--- src/design/tdhp_consts.svh ---
`ifndef TDHP_CONSTS_SVH
`define TDHP_CONSTS_SVH

// ****************************************************************
// Command byte fields
// ****************************************************************
`define TDHP_TYPE_HI      7
`define TDHP_TYPE_LO      5
`define TDHP_TYPE_SELECT  3'h0
`define TDHP_TYPE_POSN    3'h1
`define TDHP_TYPE_WRITE   3'h2
`define TDHP_TYPE_WFM     3'h3
`define TDHP_TYPE_READ    3'h4
`define TDHP_TYPE_RFM     3'h5
`define TDHP_TYPE_STATUS  3'h6
`define TDHP_TYPE_RSVD    3'h7
`define TDHP_POSN_LO_HI   4
`define TDHP_POSN_BOT     5'h01
`define TDHP_POSN_ERASE   5'h02
`define TDHP_POSN_RETEN   5'h04

// ****************************************************************
// Status read and reset values
// ****************************************************************
`define TDHP_STAT_LAST    3'h5
`define TDHP_STAT_FIRST   3'h0
`define TDHP_PIN_NEGATED  1'h1
`define TDHP_PIN_ASSERTED 1'h0
`define TDHP_BUS_IDLE     8'hff
`define TDHP_BYTE_ZERO    8'h00

`endif

--- src/design/tdhp_pkg.sv ---
package tdhp_pkg;

  typedef enum logic [2:0] {
    tdhp_idle,
    tdhp_rel,
    tdhp_busy,
    tdhp_write,
    tdhp_read,
    tdhp_stat_drv,
    tdhp_stat_rdy,
    tdhp_stat_rel
  } tdhp_state_t;

  typedef enum logic [1:0] {
    tdhp_rd_idle,
    tdhp_rd_drive,
    tdhp_rd_ack,
    tdhp_rd_rel
  } tdhp_rd_ph_t;

  typedef struct packed {
    logic prev;
  } tdhp_edge_t;

  typedef struct packed {
    tdhp_state_t state;
    tdhp_rd_ph_t rd_ph;
    logic [7:0]  cmd;
    logic        accept;
    logic        reject;
    logic [2:0]  stat_idx;
    logic        ready_b;
    logic        exc_b;
    logic        dir_b;
    logic        ack_b;
    logic [7:0]  bus_lvl;
    logic        bus_oe;
    logic        cmd_valid;
    logic [7:0]  wr_data;
    logic        wr_valid;
    logic        rd_take;
    logic        stat_done;
    logic        online_drop;
    logic        reset_seq;
  } tdhp_port_t;

endpackage

--- src/design/tdhp_strobe_edge.sv ---
`timescale 1ns/1ps
module tdhp_strobe_edge (
  input  wire logic clk_in,
  input  wire logic rst_b_in,
  input  wire logic level_b_in,
  output logic      asserted_out,
  output logic      rise_out,
  output logic      fall_out
);

  tdhp_pkg::tdhp_edge_t st;
  tdhp_pkg::tdhp_edge_t next_st;

  always_comb begin
    next_st      = st;
    next_st.prev = ~level_b_in;
  end

  always_ff @(posedge clk_in) begin
    if (!rst_b_in) begin
      st.prev <= 1'h0;
    end else begin
      st <= next_st;
    end
  end

  // Active-low pin turned into a level and its two edges
  assign asserted_out = ~level_b_in;
  assign rise_out     = ~level_b_in & ~st.prev;
  assign fall_out     = level_b_in & st.prev;

endmodule

--- src/design/tdhp_cmd_decode.sv ---
`timescale 1ns/1ps
`include "tdhp_consts.svh"
module tdhp_cmd_decode (
  input  wire logic [7:0] cmd_in,
  output logic            is_select_out,
  output logic            is_posn_out,
  output logic            is_write_out,
  output logic            is_wfm_out,
  output logic            is_read_out,
  output logic            is_rfm_out,
  output logic            is_status_out,
  output logic            is_bad_out,
  output logic            needs_online_out
);

  logic [2:0] kind;
  logic [4:0] low;
  logic       posn_ok;

  assign kind = cmd_in[`TDHP_TYPE_HI:`TDHP_TYPE_LO];
  assign low  = cmd_in[`TDHP_POSN_LO_HI:0];
  // Rewind, erase and retension told apart by the low bits
  assign posn_ok = (low == `TDHP_POSN_BOT) || (low == `TDHP_POSN_ERASE)
                   || (low == `TDHP_POSN_RETEN);

  assign is_select_out    = (kind == `TDHP_TYPE_SELECT);
  assign is_posn_out      = (kind == `TDHP_TYPE_POSN) && posn_ok;
  assign is_write_out     = (kind == `TDHP_TYPE_WRITE);
  assign is_wfm_out       = (kind == `TDHP_TYPE_WFM);
  assign is_read_out      = (kind == `TDHP_TYPE_READ);
  assign is_rfm_out       = (kind == `TDHP_TYPE_RFM);
  assign is_status_out    = (kind == `TDHP_TYPE_STATUS);
  assign is_bad_out       = (kind == `TDHP_TYPE_RSVD)
                            || ((kind == `TDHP_TYPE_POSN) && !posn_ok);
  assign needs_online_out = is_write_out || is_wfm_out || is_read_out || is_rfm_out;

endmodule

--- src/design/tdhp_host_port.sv ---
`timescale 1ns/1ps
`include "tdhp_consts.svh"
module tdhp_host_port (
  input  wire logic       clk_in,
  input  wire logic       rst_b_in,
  input  wire logic [7:0] host_bus_b_in,
  output logic      [7:0] host_bus_b_out,
  output logic            host_bus_oe_out,
  input  wire logic       online_ctl_b_in,
  input  wire logic       request_b_in,
  input  wire logic       host_reset_b_in,
  input  wire logic       data_strobe_b_in,
  output logic            ack_b_out,
  output logic            ready_b_out,
  output logic            exception_flag_b_out,
  output logic            direction_b_out,
  input  wire logic       op_done_in,
  input  wire logic       wr_space_in,
  input  wire logic       rd_buf_ready_in,
  input  wire logic       rd_valid_in,
  input  wire logic [7:0] rd_data_in,
  input  wire logic       exc_cond_in,
  input  wire logic [7:0] stat_data_in,
  output logic      [2:0] stat_idx_out,
  output logic            cmd_valid_out,
  output logic      [7:0] cmd_byte_out,
  output logic            wr_valid_out,
  output logic      [7:0] wr_data_out,
  output logic            rd_take_out,
  output logic            stat_done_out,
  output logic            online_drop_out,
  output logic            reset_seq_out
);

  // ****************************************************************
  // Pin conditioning
  // ****************************************************************
  localparam tdhp_pkg::tdhp_port_t RESET_VAL = '{
    state: tdhp_pkg::tdhp_idle, rd_ph: tdhp_pkg::tdhp_rd_idle,
    cmd: `TDHP_BYTE_ZERO, accept: 1'h0, reject: 1'h0, stat_idx: `TDHP_STAT_FIRST,
    ready_b: `TDHP_PIN_ASSERTED, exc_b: `TDHP_PIN_NEGATED,
    dir_b: `TDHP_PIN_NEGATED, ack_b: `TDHP_PIN_NEGATED,
    bus_lvl: `TDHP_BUS_IDLE, bus_oe: 1'h0, cmd_valid: 1'h0,
    wr_data: `TDHP_BYTE_ZERO, wr_valid: 1'h0, rd_take: 1'h0,
    stat_done: 1'h0, online_drop: 1'h0, reset_seq: 1'h0};

  tdhp_pkg::tdhp_port_t st;
  tdhp_pkg::tdhp_port_t next_st;

  logic [7:0] bus_data;
  logic       host_reset_on;
  logic       req_on;
  logic       req_rise;
  logic       strobe_on;
  logic       strobe_rise;
  logic       online_on;
  logic       online_fall;
  logic       excepting;
  logic       live_ok;
  logic       live_reject;
  logic       take_unready;
  logic       l_select;
  logic       l_posn;
  logic       l_write;
  logic       l_wfm;
  logic       l_read;
  logic       l_rfm;
  logic       l_status;
  logic       l_bad;
  logic       l_online;
  logic       c_select;
  logic       c_posn;
  logic       c_write;
  logic       c_wfm;
  logic       c_read;
  logic       c_rfm;
  logic       c_status;

  assign bus_data      = ~host_bus_b_in;
  assign host_reset_on = ~host_reset_b_in;
  assign excepting     = (st.exc_b == `TDHP_PIN_ASSERTED);

  tdhp_strobe_edge u_req_edge (
    .clk_in       (clk_in),
    .rst_b_in     (rst_b_in),
    .level_b_in   (request_b_in),
    .asserted_out (req_on),
    .rise_out     (req_rise),
    .fall_out     ()
  );

  tdhp_strobe_edge u_strobe_edge (
    .clk_in       (clk_in),
    .rst_b_in     (rst_b_in),
    .level_b_in   (data_strobe_b_in),
    .asserted_out (strobe_on),
    .rise_out     (strobe_rise),
    .fall_out     ()
  );

  tdhp_strobe_edge u_online_edge (
    .clk_in       (clk_in),
    .rst_b_in     (rst_b_in),
    .level_b_in   (online_ctl_b_in),
    .asserted_out (online_on),
    .rise_out     (),
    .fall_out     (online_fall)
  );

  // Decode of the byte on the bus, for acceptance checks
  tdhp_cmd_decode u_live_dec (
    .cmd_in           (bus_data),
    .is_select_out    (l_select),
    .is_posn_out      (l_posn),
    .is_write_out     (l_write),
    .is_wfm_out       (l_wfm),
    .is_read_out      (l_read),
    .is_rfm_out       (l_rfm),
    .is_status_out    (l_status),
    .is_bad_out       (l_bad),
    .needs_online_out (l_online)
  );

  // Decode of the latched byte, for dispatch
  tdhp_cmd_decode u_cmd_dec (
    .cmd_in           (st.cmd),
    .is_select_out    (c_select),
    .is_posn_out      (c_posn),
    .is_write_out     (c_write),
    .is_wfm_out       (c_wfm),
    .is_read_out      (c_read),
    .is_rfm_out       (c_rfm),
    .is_status_out    (c_status),
    .is_bad_out       (),
    .needs_online_out ()
  );

  // Under exception only status read passes; otherwise online is checked
  assign live_ok      = excepting ? l_status
                                  : (!l_bad && !(l_online && !online_on));
  assign live_reject  = !excepting && (l_bad || (l_online && !online_on));
  assign take_unready = req_rise && excepting && l_status;

  // ****************************************************************
  // Sequencer
  // ****************************************************************
  always_comb begin
    next_st             = st;
    next_st.cmd_valid   = 1'h0;
    next_st.wr_valid    = 1'h0;
    next_st.rd_take     = 1'h0;
    next_st.stat_done   = 1'h0;
    next_st.online_drop = 1'h0;
    next_st.reset_seq   = 1'h0;
    next_st.exc_b       = ~(exc_cond_in | st.reject);
    case (st.state)
      tdhp_pkg::tdhp_idle: begin
        if (req_rise) begin
          next_st.cmd     = bus_data;
          next_st.accept  = live_ok;
          next_st.reject  = st.reject | live_reject;
          next_st.ready_b = `TDHP_PIN_NEGATED;
          next_st.state   = tdhp_pkg::tdhp_rel;
        end
      end
      tdhp_pkg::tdhp_rel: begin
        if (!req_on) begin
          next_st.cmd_valid = st.accept;
          next_st.state     = tdhp_pkg::tdhp_idle;
          next_st.ready_b   = `TDHP_PIN_ASSERTED;
          if (st.accept) begin
            if (c_posn || c_wfm || c_rfm) begin
              next_st.state   = tdhp_pkg::tdhp_busy;
              next_st.ready_b = `TDHP_PIN_NEGATED;
            end else if (c_write) begin
              next_st.state   = tdhp_pkg::tdhp_write;
              next_st.ready_b = ~wr_space_in;
            end else if (c_read) begin
              next_st.state   = tdhp_pkg::tdhp_read;
              next_st.rd_ph   = tdhp_pkg::tdhp_rd_idle;
              next_st.ready_b = ~rd_buf_ready_in;
            end else if (c_status) begin
              next_st.state   = tdhp_pkg::tdhp_stat_drv;
              next_st.ready_b = `TDHP_PIN_NEGATED;
            end else if (!c_select) begin
              next_st.state   = tdhp_pkg::tdhp_idle;
            end
          end
        end
      end
      tdhp_pkg::tdhp_busy: begin
        if (op_done_in) begin
          next_st.state   = tdhp_pkg::tdhp_idle;
          next_st.ready_b = `TDHP_PIN_ASSERTED;
        end else if (take_unready) begin
          next_st.cmd    = bus_data;
          next_st.accept = 1'h1;
          next_st.state  = tdhp_pkg::tdhp_rel;
        end
      end
      tdhp_pkg::tdhp_write: begin
        next_st.ready_b = ~wr_space_in;
        if (strobe_rise && st.ack_b) begin
          next_st.wr_data  = bus_data;
          next_st.wr_valid = 1'h1;
          next_st.ack_b    = `TDHP_PIN_ASSERTED;
        end else if (!strobe_on && !st.ack_b) begin
          next_st.ack_b    = `TDHP_PIN_NEGATED;
        end
        if (online_fall) begin
          next_st.online_drop = 1'h1;
          next_st.ack_b       = `TDHP_PIN_NEGATED;
          next_st.state       = tdhp_pkg::tdhp_idle;
          next_st.ready_b     = `TDHP_PIN_ASSERTED;
        end else if (req_rise && (!st.ready_b || take_unready)) begin
          next_st.cmd     = bus_data;
          next_st.accept  = live_ok;
          next_st.reject  = st.reject | live_reject;
          next_st.ready_b = `TDHP_PIN_NEGATED;
          next_st.state   = tdhp_pkg::tdhp_rel;
        end
      end
      tdhp_pkg::tdhp_read: begin
        next_st.ready_b = ~rd_buf_ready_in;
        case (st.rd_ph)
          tdhp_pkg::tdhp_rd_idle: begin
            if (rd_valid_in && !strobe_on) begin
              next_st.bus_lvl = ~rd_data_in;
              next_st.bus_oe  = 1'h1;
              next_st.dir_b   = `TDHP_PIN_ASSERTED;
              next_st.rd_ph   = tdhp_pkg::tdhp_rd_drive;
            end
          end
          tdhp_pkg::tdhp_rd_drive: begin
            next_st.ack_b = `TDHP_PIN_ASSERTED;
            next_st.rd_ph = tdhp_pkg::tdhp_rd_ack;
          end
          tdhp_pkg::tdhp_rd_ack: begin
            if (strobe_rise) begin
              next_st.rd_take = 1'h1;
              next_st.ack_b   = `TDHP_PIN_NEGATED;
              next_st.rd_ph   = tdhp_pkg::tdhp_rd_rel;
            end
          end
          tdhp_pkg::tdhp_rd_rel: begin
            if (!strobe_on) begin
              next_st.bus_oe = 1'h0;
              next_st.dir_b  = `TDHP_PIN_NEGATED;
              next_st.rd_ph  = tdhp_pkg::tdhp_rd_idle;
            end
          end
          default: begin
            next_st.rd_ph = tdhp_pkg::tdhp_rd_idle;
          end
        endcase
        // Host may only drive a command while the device has released the bus
        if (online_fall) begin
          next_st            = RESET_VAL;
          next_st.exc_b      = ~(exc_cond_in | st.reject);
          next_st.reject     = st.reject;
          next_st.online_drop = 1'h1;
        end else if (req_rise && st.rd_ph == tdhp_pkg::tdhp_rd_idle
                     && (!st.ready_b || take_unready)) begin
          next_st.bus_oe  = 1'h0;
          next_st.dir_b   = `TDHP_PIN_NEGATED;
          next_st.rd_ph   = tdhp_pkg::tdhp_rd_idle;
          next_st.cmd     = bus_data;
          next_st.accept  = live_ok;
          next_st.reject  = st.reject | live_reject;
          next_st.ready_b = `TDHP_PIN_NEGATED;
          next_st.state   = tdhp_pkg::tdhp_rel;
        end
      end
      tdhp_pkg::tdhp_stat_drv: begin
        next_st.bus_lvl = ~stat_data_in;
        next_st.bus_oe  = 1'h1;
        next_st.dir_b   = `TDHP_PIN_ASSERTED;
        next_st.state   = tdhp_pkg::tdhp_stat_rdy;
      end
      tdhp_pkg::tdhp_stat_rdy: begin
        next_st.ready_b = `TDHP_PIN_ASSERTED;
        if (req_rise) begin
          next_st.ready_b = `TDHP_PIN_NEGATED;
          next_st.state   = tdhp_pkg::tdhp_stat_rel;
        end
      end
      tdhp_pkg::tdhp_stat_rel: begin
        if (!req_on) begin
          if (st.stat_idx == `TDHP_STAT_LAST) begin
            next_st.stat_done = 1'h1;
            next_st.reject    = 1'h0;
            next_st.stat_idx  = `TDHP_STAT_FIRST;
            next_st.bus_oe    = 1'h0;
            next_st.dir_b     = `TDHP_PIN_NEGATED;
            next_st.ready_b   = `TDHP_PIN_ASSERTED;
            next_st.state     = tdhp_pkg::tdhp_idle;
          end else begin
            next_st.stat_idx = st.stat_idx + 3'h1;
            next_st.state    = tdhp_pkg::tdhp_stat_drv;
          end
        end
      end
      default: begin
        next_st = RESET_VAL;
      end
    endcase
    if (host_reset_on) begin
      next_st           = RESET_VAL;
      next_st.reset_seq = 1'h1;
    end
  end

  always_ff @(posedge clk_in) begin
    if (!rst_b_in) begin
      st <= RESET_VAL;
    end else begin
      st <= next_st;
    end
  end

  // ****************************************************************
  // Outputs
  // ****************************************************************
  assign host_bus_b_out       = st.bus_lvl;
  assign host_bus_oe_out      = st.bus_oe;
  assign ack_b_out            = st.ack_b;
  assign ready_b_out          = st.ready_b;
  assign exception_flag_b_out = st.exc_b;
  assign direction_b_out      = st.dir_b;
  assign stat_idx_out         = st.stat_idx;
  assign cmd_valid_out        = st.cmd_valid;
  assign cmd_byte_out         = st.cmd;
  assign wr_valid_out         = st.wr_valid;
  assign wr_data_out          = st.wr_data;
  assign rd_take_out          = st.rd_take;
  assign stat_done_out        = st.stat_done;
  assign online_drop_out      = st.online_drop;
  assign reset_seq_out        = st.reset_seq;
endmodule

--- config.mk ---
export PLATFORM = sky130hd
export DESIGN_NAME = tdhp_host_port
export DESIGN_NICKNAME = d
export VERILOG_FILES = /design/src/design/tdhp_pkg.sv /design/src/design/tdhp_strobe_edge.sv /design/src/design/tdhp_cmd_decode.sv /design/src/design/tdhp_host_port.sv
export VERILOG_INCLUDE_DIRS = /design/src /design/src/design
export SDC_FILE = /design/constraint.sdc
export NUM_CORES = 1
export LEC_CHECK = 0
export BUFFER_PORTS_ARGS = -buffer_cell sky130_fd_sc_hd__buf_2
export CORE_UTILIZATION = 50
export CTS_BUF_LIST = sky130_fd_sc_hd__clkbuf_2
export CTS_CLUSTER_SIZE = 40
export DETAILED_ROUTE_END_ITERATION = 7
export PLACE_DENSITY_LB_ADDON = 0.1
export RECOVER_POWER = 25
export SYNTH_ARGS = -nofsm -noshare
export SYNTH_HDL_FRONTEND = slang
export SYNTH_SLANG_ARGS = --single-unit
--- constraint.sdc ---
create_clock -name clk_in -period 2 [get_ports clk_in]
set_input_delay 0.4 -clock clk_in [delete_from_list [all_inputs] [get_ports clk_in]]
set_output_delay 0.4 -clock clk_in [all_outputs]
set_load 0.01 [all_outputs]
==> summary.txt <==
WP data arrival - 2400 ps
Synth area leader - dfxtp_1
Post-Route WL - 7.95 mm
Max VDD drop - 0.000306 V
final hold vios - 0
min Tclk post-route - 1990 ps
Vias/cell - 5.83
antenna violations before repair - 0
FF/Latch Area - 966 um2
Tightest Hold Check Type - in2reg
RSZ-0062 raised after global routing - yes
Fill cells - 524
status - complete, no violations
met1 GRT Util - 36.1%
setup TNS - 0 ps
Post-DRT Antenna Nets - 0
M2 GR Usage - 40.8%
syn avg cell area - 8.42 um2
first-pass GRT wire length - 12.4 mm
Final #Nets - 451
GPL Wtd Cong - 0.982
Initial Util - 51.8%
cts bufs inserted - 5
critical path launch point - exception_flag_b_out
Antenna Cells - 0
largest net degree at the start of global routing - 25
slowest cell on the critical path - or4b_4
die width - 77.6 um
Worst Clk Skew - 24.8 ps
Hold Startpoint - exc_cond_in
buffers and inverters on the worst path - 0
Critical Path Start Type - flop
crit path cell chain - or4b_4 -> a2111oi_4 -> o221ai_4 -> a311oi_2 -> a31o_1
Synth top area share - 33.7%
Worst Path Required - 2410 ps
max incr delay on CP - 580 ps
Rel. slew slack - 69.4%
wire per inst - 16.4 um
I/O Buffers - 72
clock slew at reported path FFs - 250 ps
DRC viols - 0
Max-Cap Viols - 0
crit-path leading delay family - compound AO/OA/AOI/OAI gates
Finished Layout Cells - 486
vias in the first global route - 2605
Area contributors post-synth - dfxtp_1 34%, buf_4 7.4%, nor2_1 4.5%, a21oi_1 3.7%, a211oi_1 3.4%
Core Box Area - 5510 um2
post-synthesis cell count - 339
dpl cells - 475
cell row count - 27
clk_lat worst skew - 430 ps
GRT Max-Usage Layer - met2
share of cells above drive strength 1 - 32.6%
async set-reset flop share out of synthesis - 0%
cts hold-fix bufs - 0
Setup CP Type - reg2reg
Vias - 2835
FF+latch count, synth - 48
dpl hpwl - 5.71 mm
Finished Core Util - 62.6%
syn_nets - 377
CTS tree - done
CTS sink cnt - 48
Tot GR Track Use - 25.9%
commonest cells after routing, fill and taps aside - 58 x buf_2, 46 x dfxtp_1, 42 x buf_4, 33 x nor2_1, 21 x a21oi_1
R2R Path Start - exception_flag_b_out
Most used DFF post-synth - dfxtp_1
max frequency - 503 MHz
crit end category - flop
Finish-stage setup viols - 0
Post-Syn Area - 2850 um2
R2R setup slack - 10 ps
slew of the pin with the lowest slew margin - 458 ps
root buf cell - clkbuf_2
final worst-path cycle share - 99.4%
Max Slew Vio Count - 0
Pleak - 1.43 nW
distinct cell type count after synthesis - 63
met3 usage in global routing - 3.41%
Layout area overhead - 20.7%
sequential-to-total area share from yosys stat - 33.7%
EDFF count, synth - 0
Die Height - 77.6 um
die area - 6010 um2
Yosys warning count - 0
DR pass1 iterations - 5
most common library cell in the layout ignoring fill and taps - buf_2
H-Tree Depth - 2
PD cells - 519 nW/um2
multi-input combinational cell area - 1630 um2
drt initial violations - 153
io pins - 73
Max Fanout on Critical Path - 5
CTS max path bufs - 2
grt total ovfl - 0
==> power by group <==
part | internal [mW] | leakage [nW] | switching [mW] | total (mW)
clock | 0.215 | 0.0430 | 0.310 | 0.525
combinational | 0.127 | 0.995 | 0.153 | 0.280
sequential | 0.973 | 0.390 | 0.0106 | 0.983
total | 1.31 | 1.43 | 0.474 | 1.79
==> cell families after synthesis <==
| family | synth area share [%] |
|---|---|
| flip-flops | 33.7 |
| adder cells (fa/ha/maj) | 1.67 |
| XOR/XNOR | 0.614 |
| AND/OR/NAND/NOR | 21.8 |
| multiplexers | 1.80 |
| buffers and inverters | 12.3 |
| AO/OA/AOI/OAI | 28.1 |
==> final timing paths <==
kind	cells past startpoint	end
worst max register to register	5	st[42]
worst min register to register	1	exception_flag_b_out
worst max-delay path	5	st[42]
worst min-delay path	2	exception_flag_b_out
==> state kept, by name (all words and copies together) (netlist names), 3 cells and up <==
name,cells
host_bus_b_out,8
cmd_byte_out,8
st,7
stat_idx_out,3
wr_data_out,8
==> per-layer routing <==
layer | wire length [um] | vias to the layer above
met2 | 3700 | 111
met5 | 0 | -
met1 | 3570 | 1335
li1 | - | 1370
met4 | 132 | 0
met3 | 538 | 19
==> synth_stat cells (5+ instances only) <==
| master | n |
|---|---|
| dfxtp_1 | 48 |
| nor2_1 | 34 |
| buf_4 | 28 |
| a21oi_1 | 21 |
| nand2_1 | 19 |
| a211oi_1 | 13 |
| and3_1 | 13 |
| o21ai_0 | 12 |
| clkbuf_1 | 11 |
| a211o_1 | 9 |
| a31oi_1 | 9 |
| inv_1 | 9 |
| nor2b_1 | 9 |
| o2bb2ai_1 | 8 |
| nand2b_1 | 7 |
| and2_1 | 5 |
| nand3_1 | 5 |
| o211ai_1 | 5 |
==> timing repair <==
| action | 4_1_cts | 5_1_grt |
|---|---|---|
| setup buffers | 0 | 2 |
| pin swaps | 0 | 4 |
| resized for setup | 1 | 14 |
| endpoints found under the setup margin | 9 | 27 |
| cloned | 0 | 1 |
==> area by class of cell <==
type	instances	share of cell area, %
timing repair buffer	114	19.1
inverter	9	0.981
clock buffer	6	0.872
multi-input combinational	235	47.4
sequential	48	28.0
tap	72	2.62
clock inverter	2	1.02
==> through the flow <==
step | area (um2) | hold WS, ps | setup WS [ps] | power [mW]
after floorplan | 2870 | 422 | -5.25 | 1.15
final | 3440 | 137 | 11.3 | 1.79
after global routing | 3440 | 128 | -58.7 | 1.86
after global placement | 3300 | 429 | -144 | 1.26
after CTS | 3370 | 120 | 0.590 | 1.78
after detailed placement | 3300 | 448 | -203 | 1.26
==> worst reg2reg max path: stages, from the launching register on <==
cell and delay (ps):
dfxtp_4 400, or4b_4 580, a2111oi_4 410, o221ai_4 190
a311oi_2 290, a31o_1 120
Note: power is estimated with default switching activity, not from simulation.
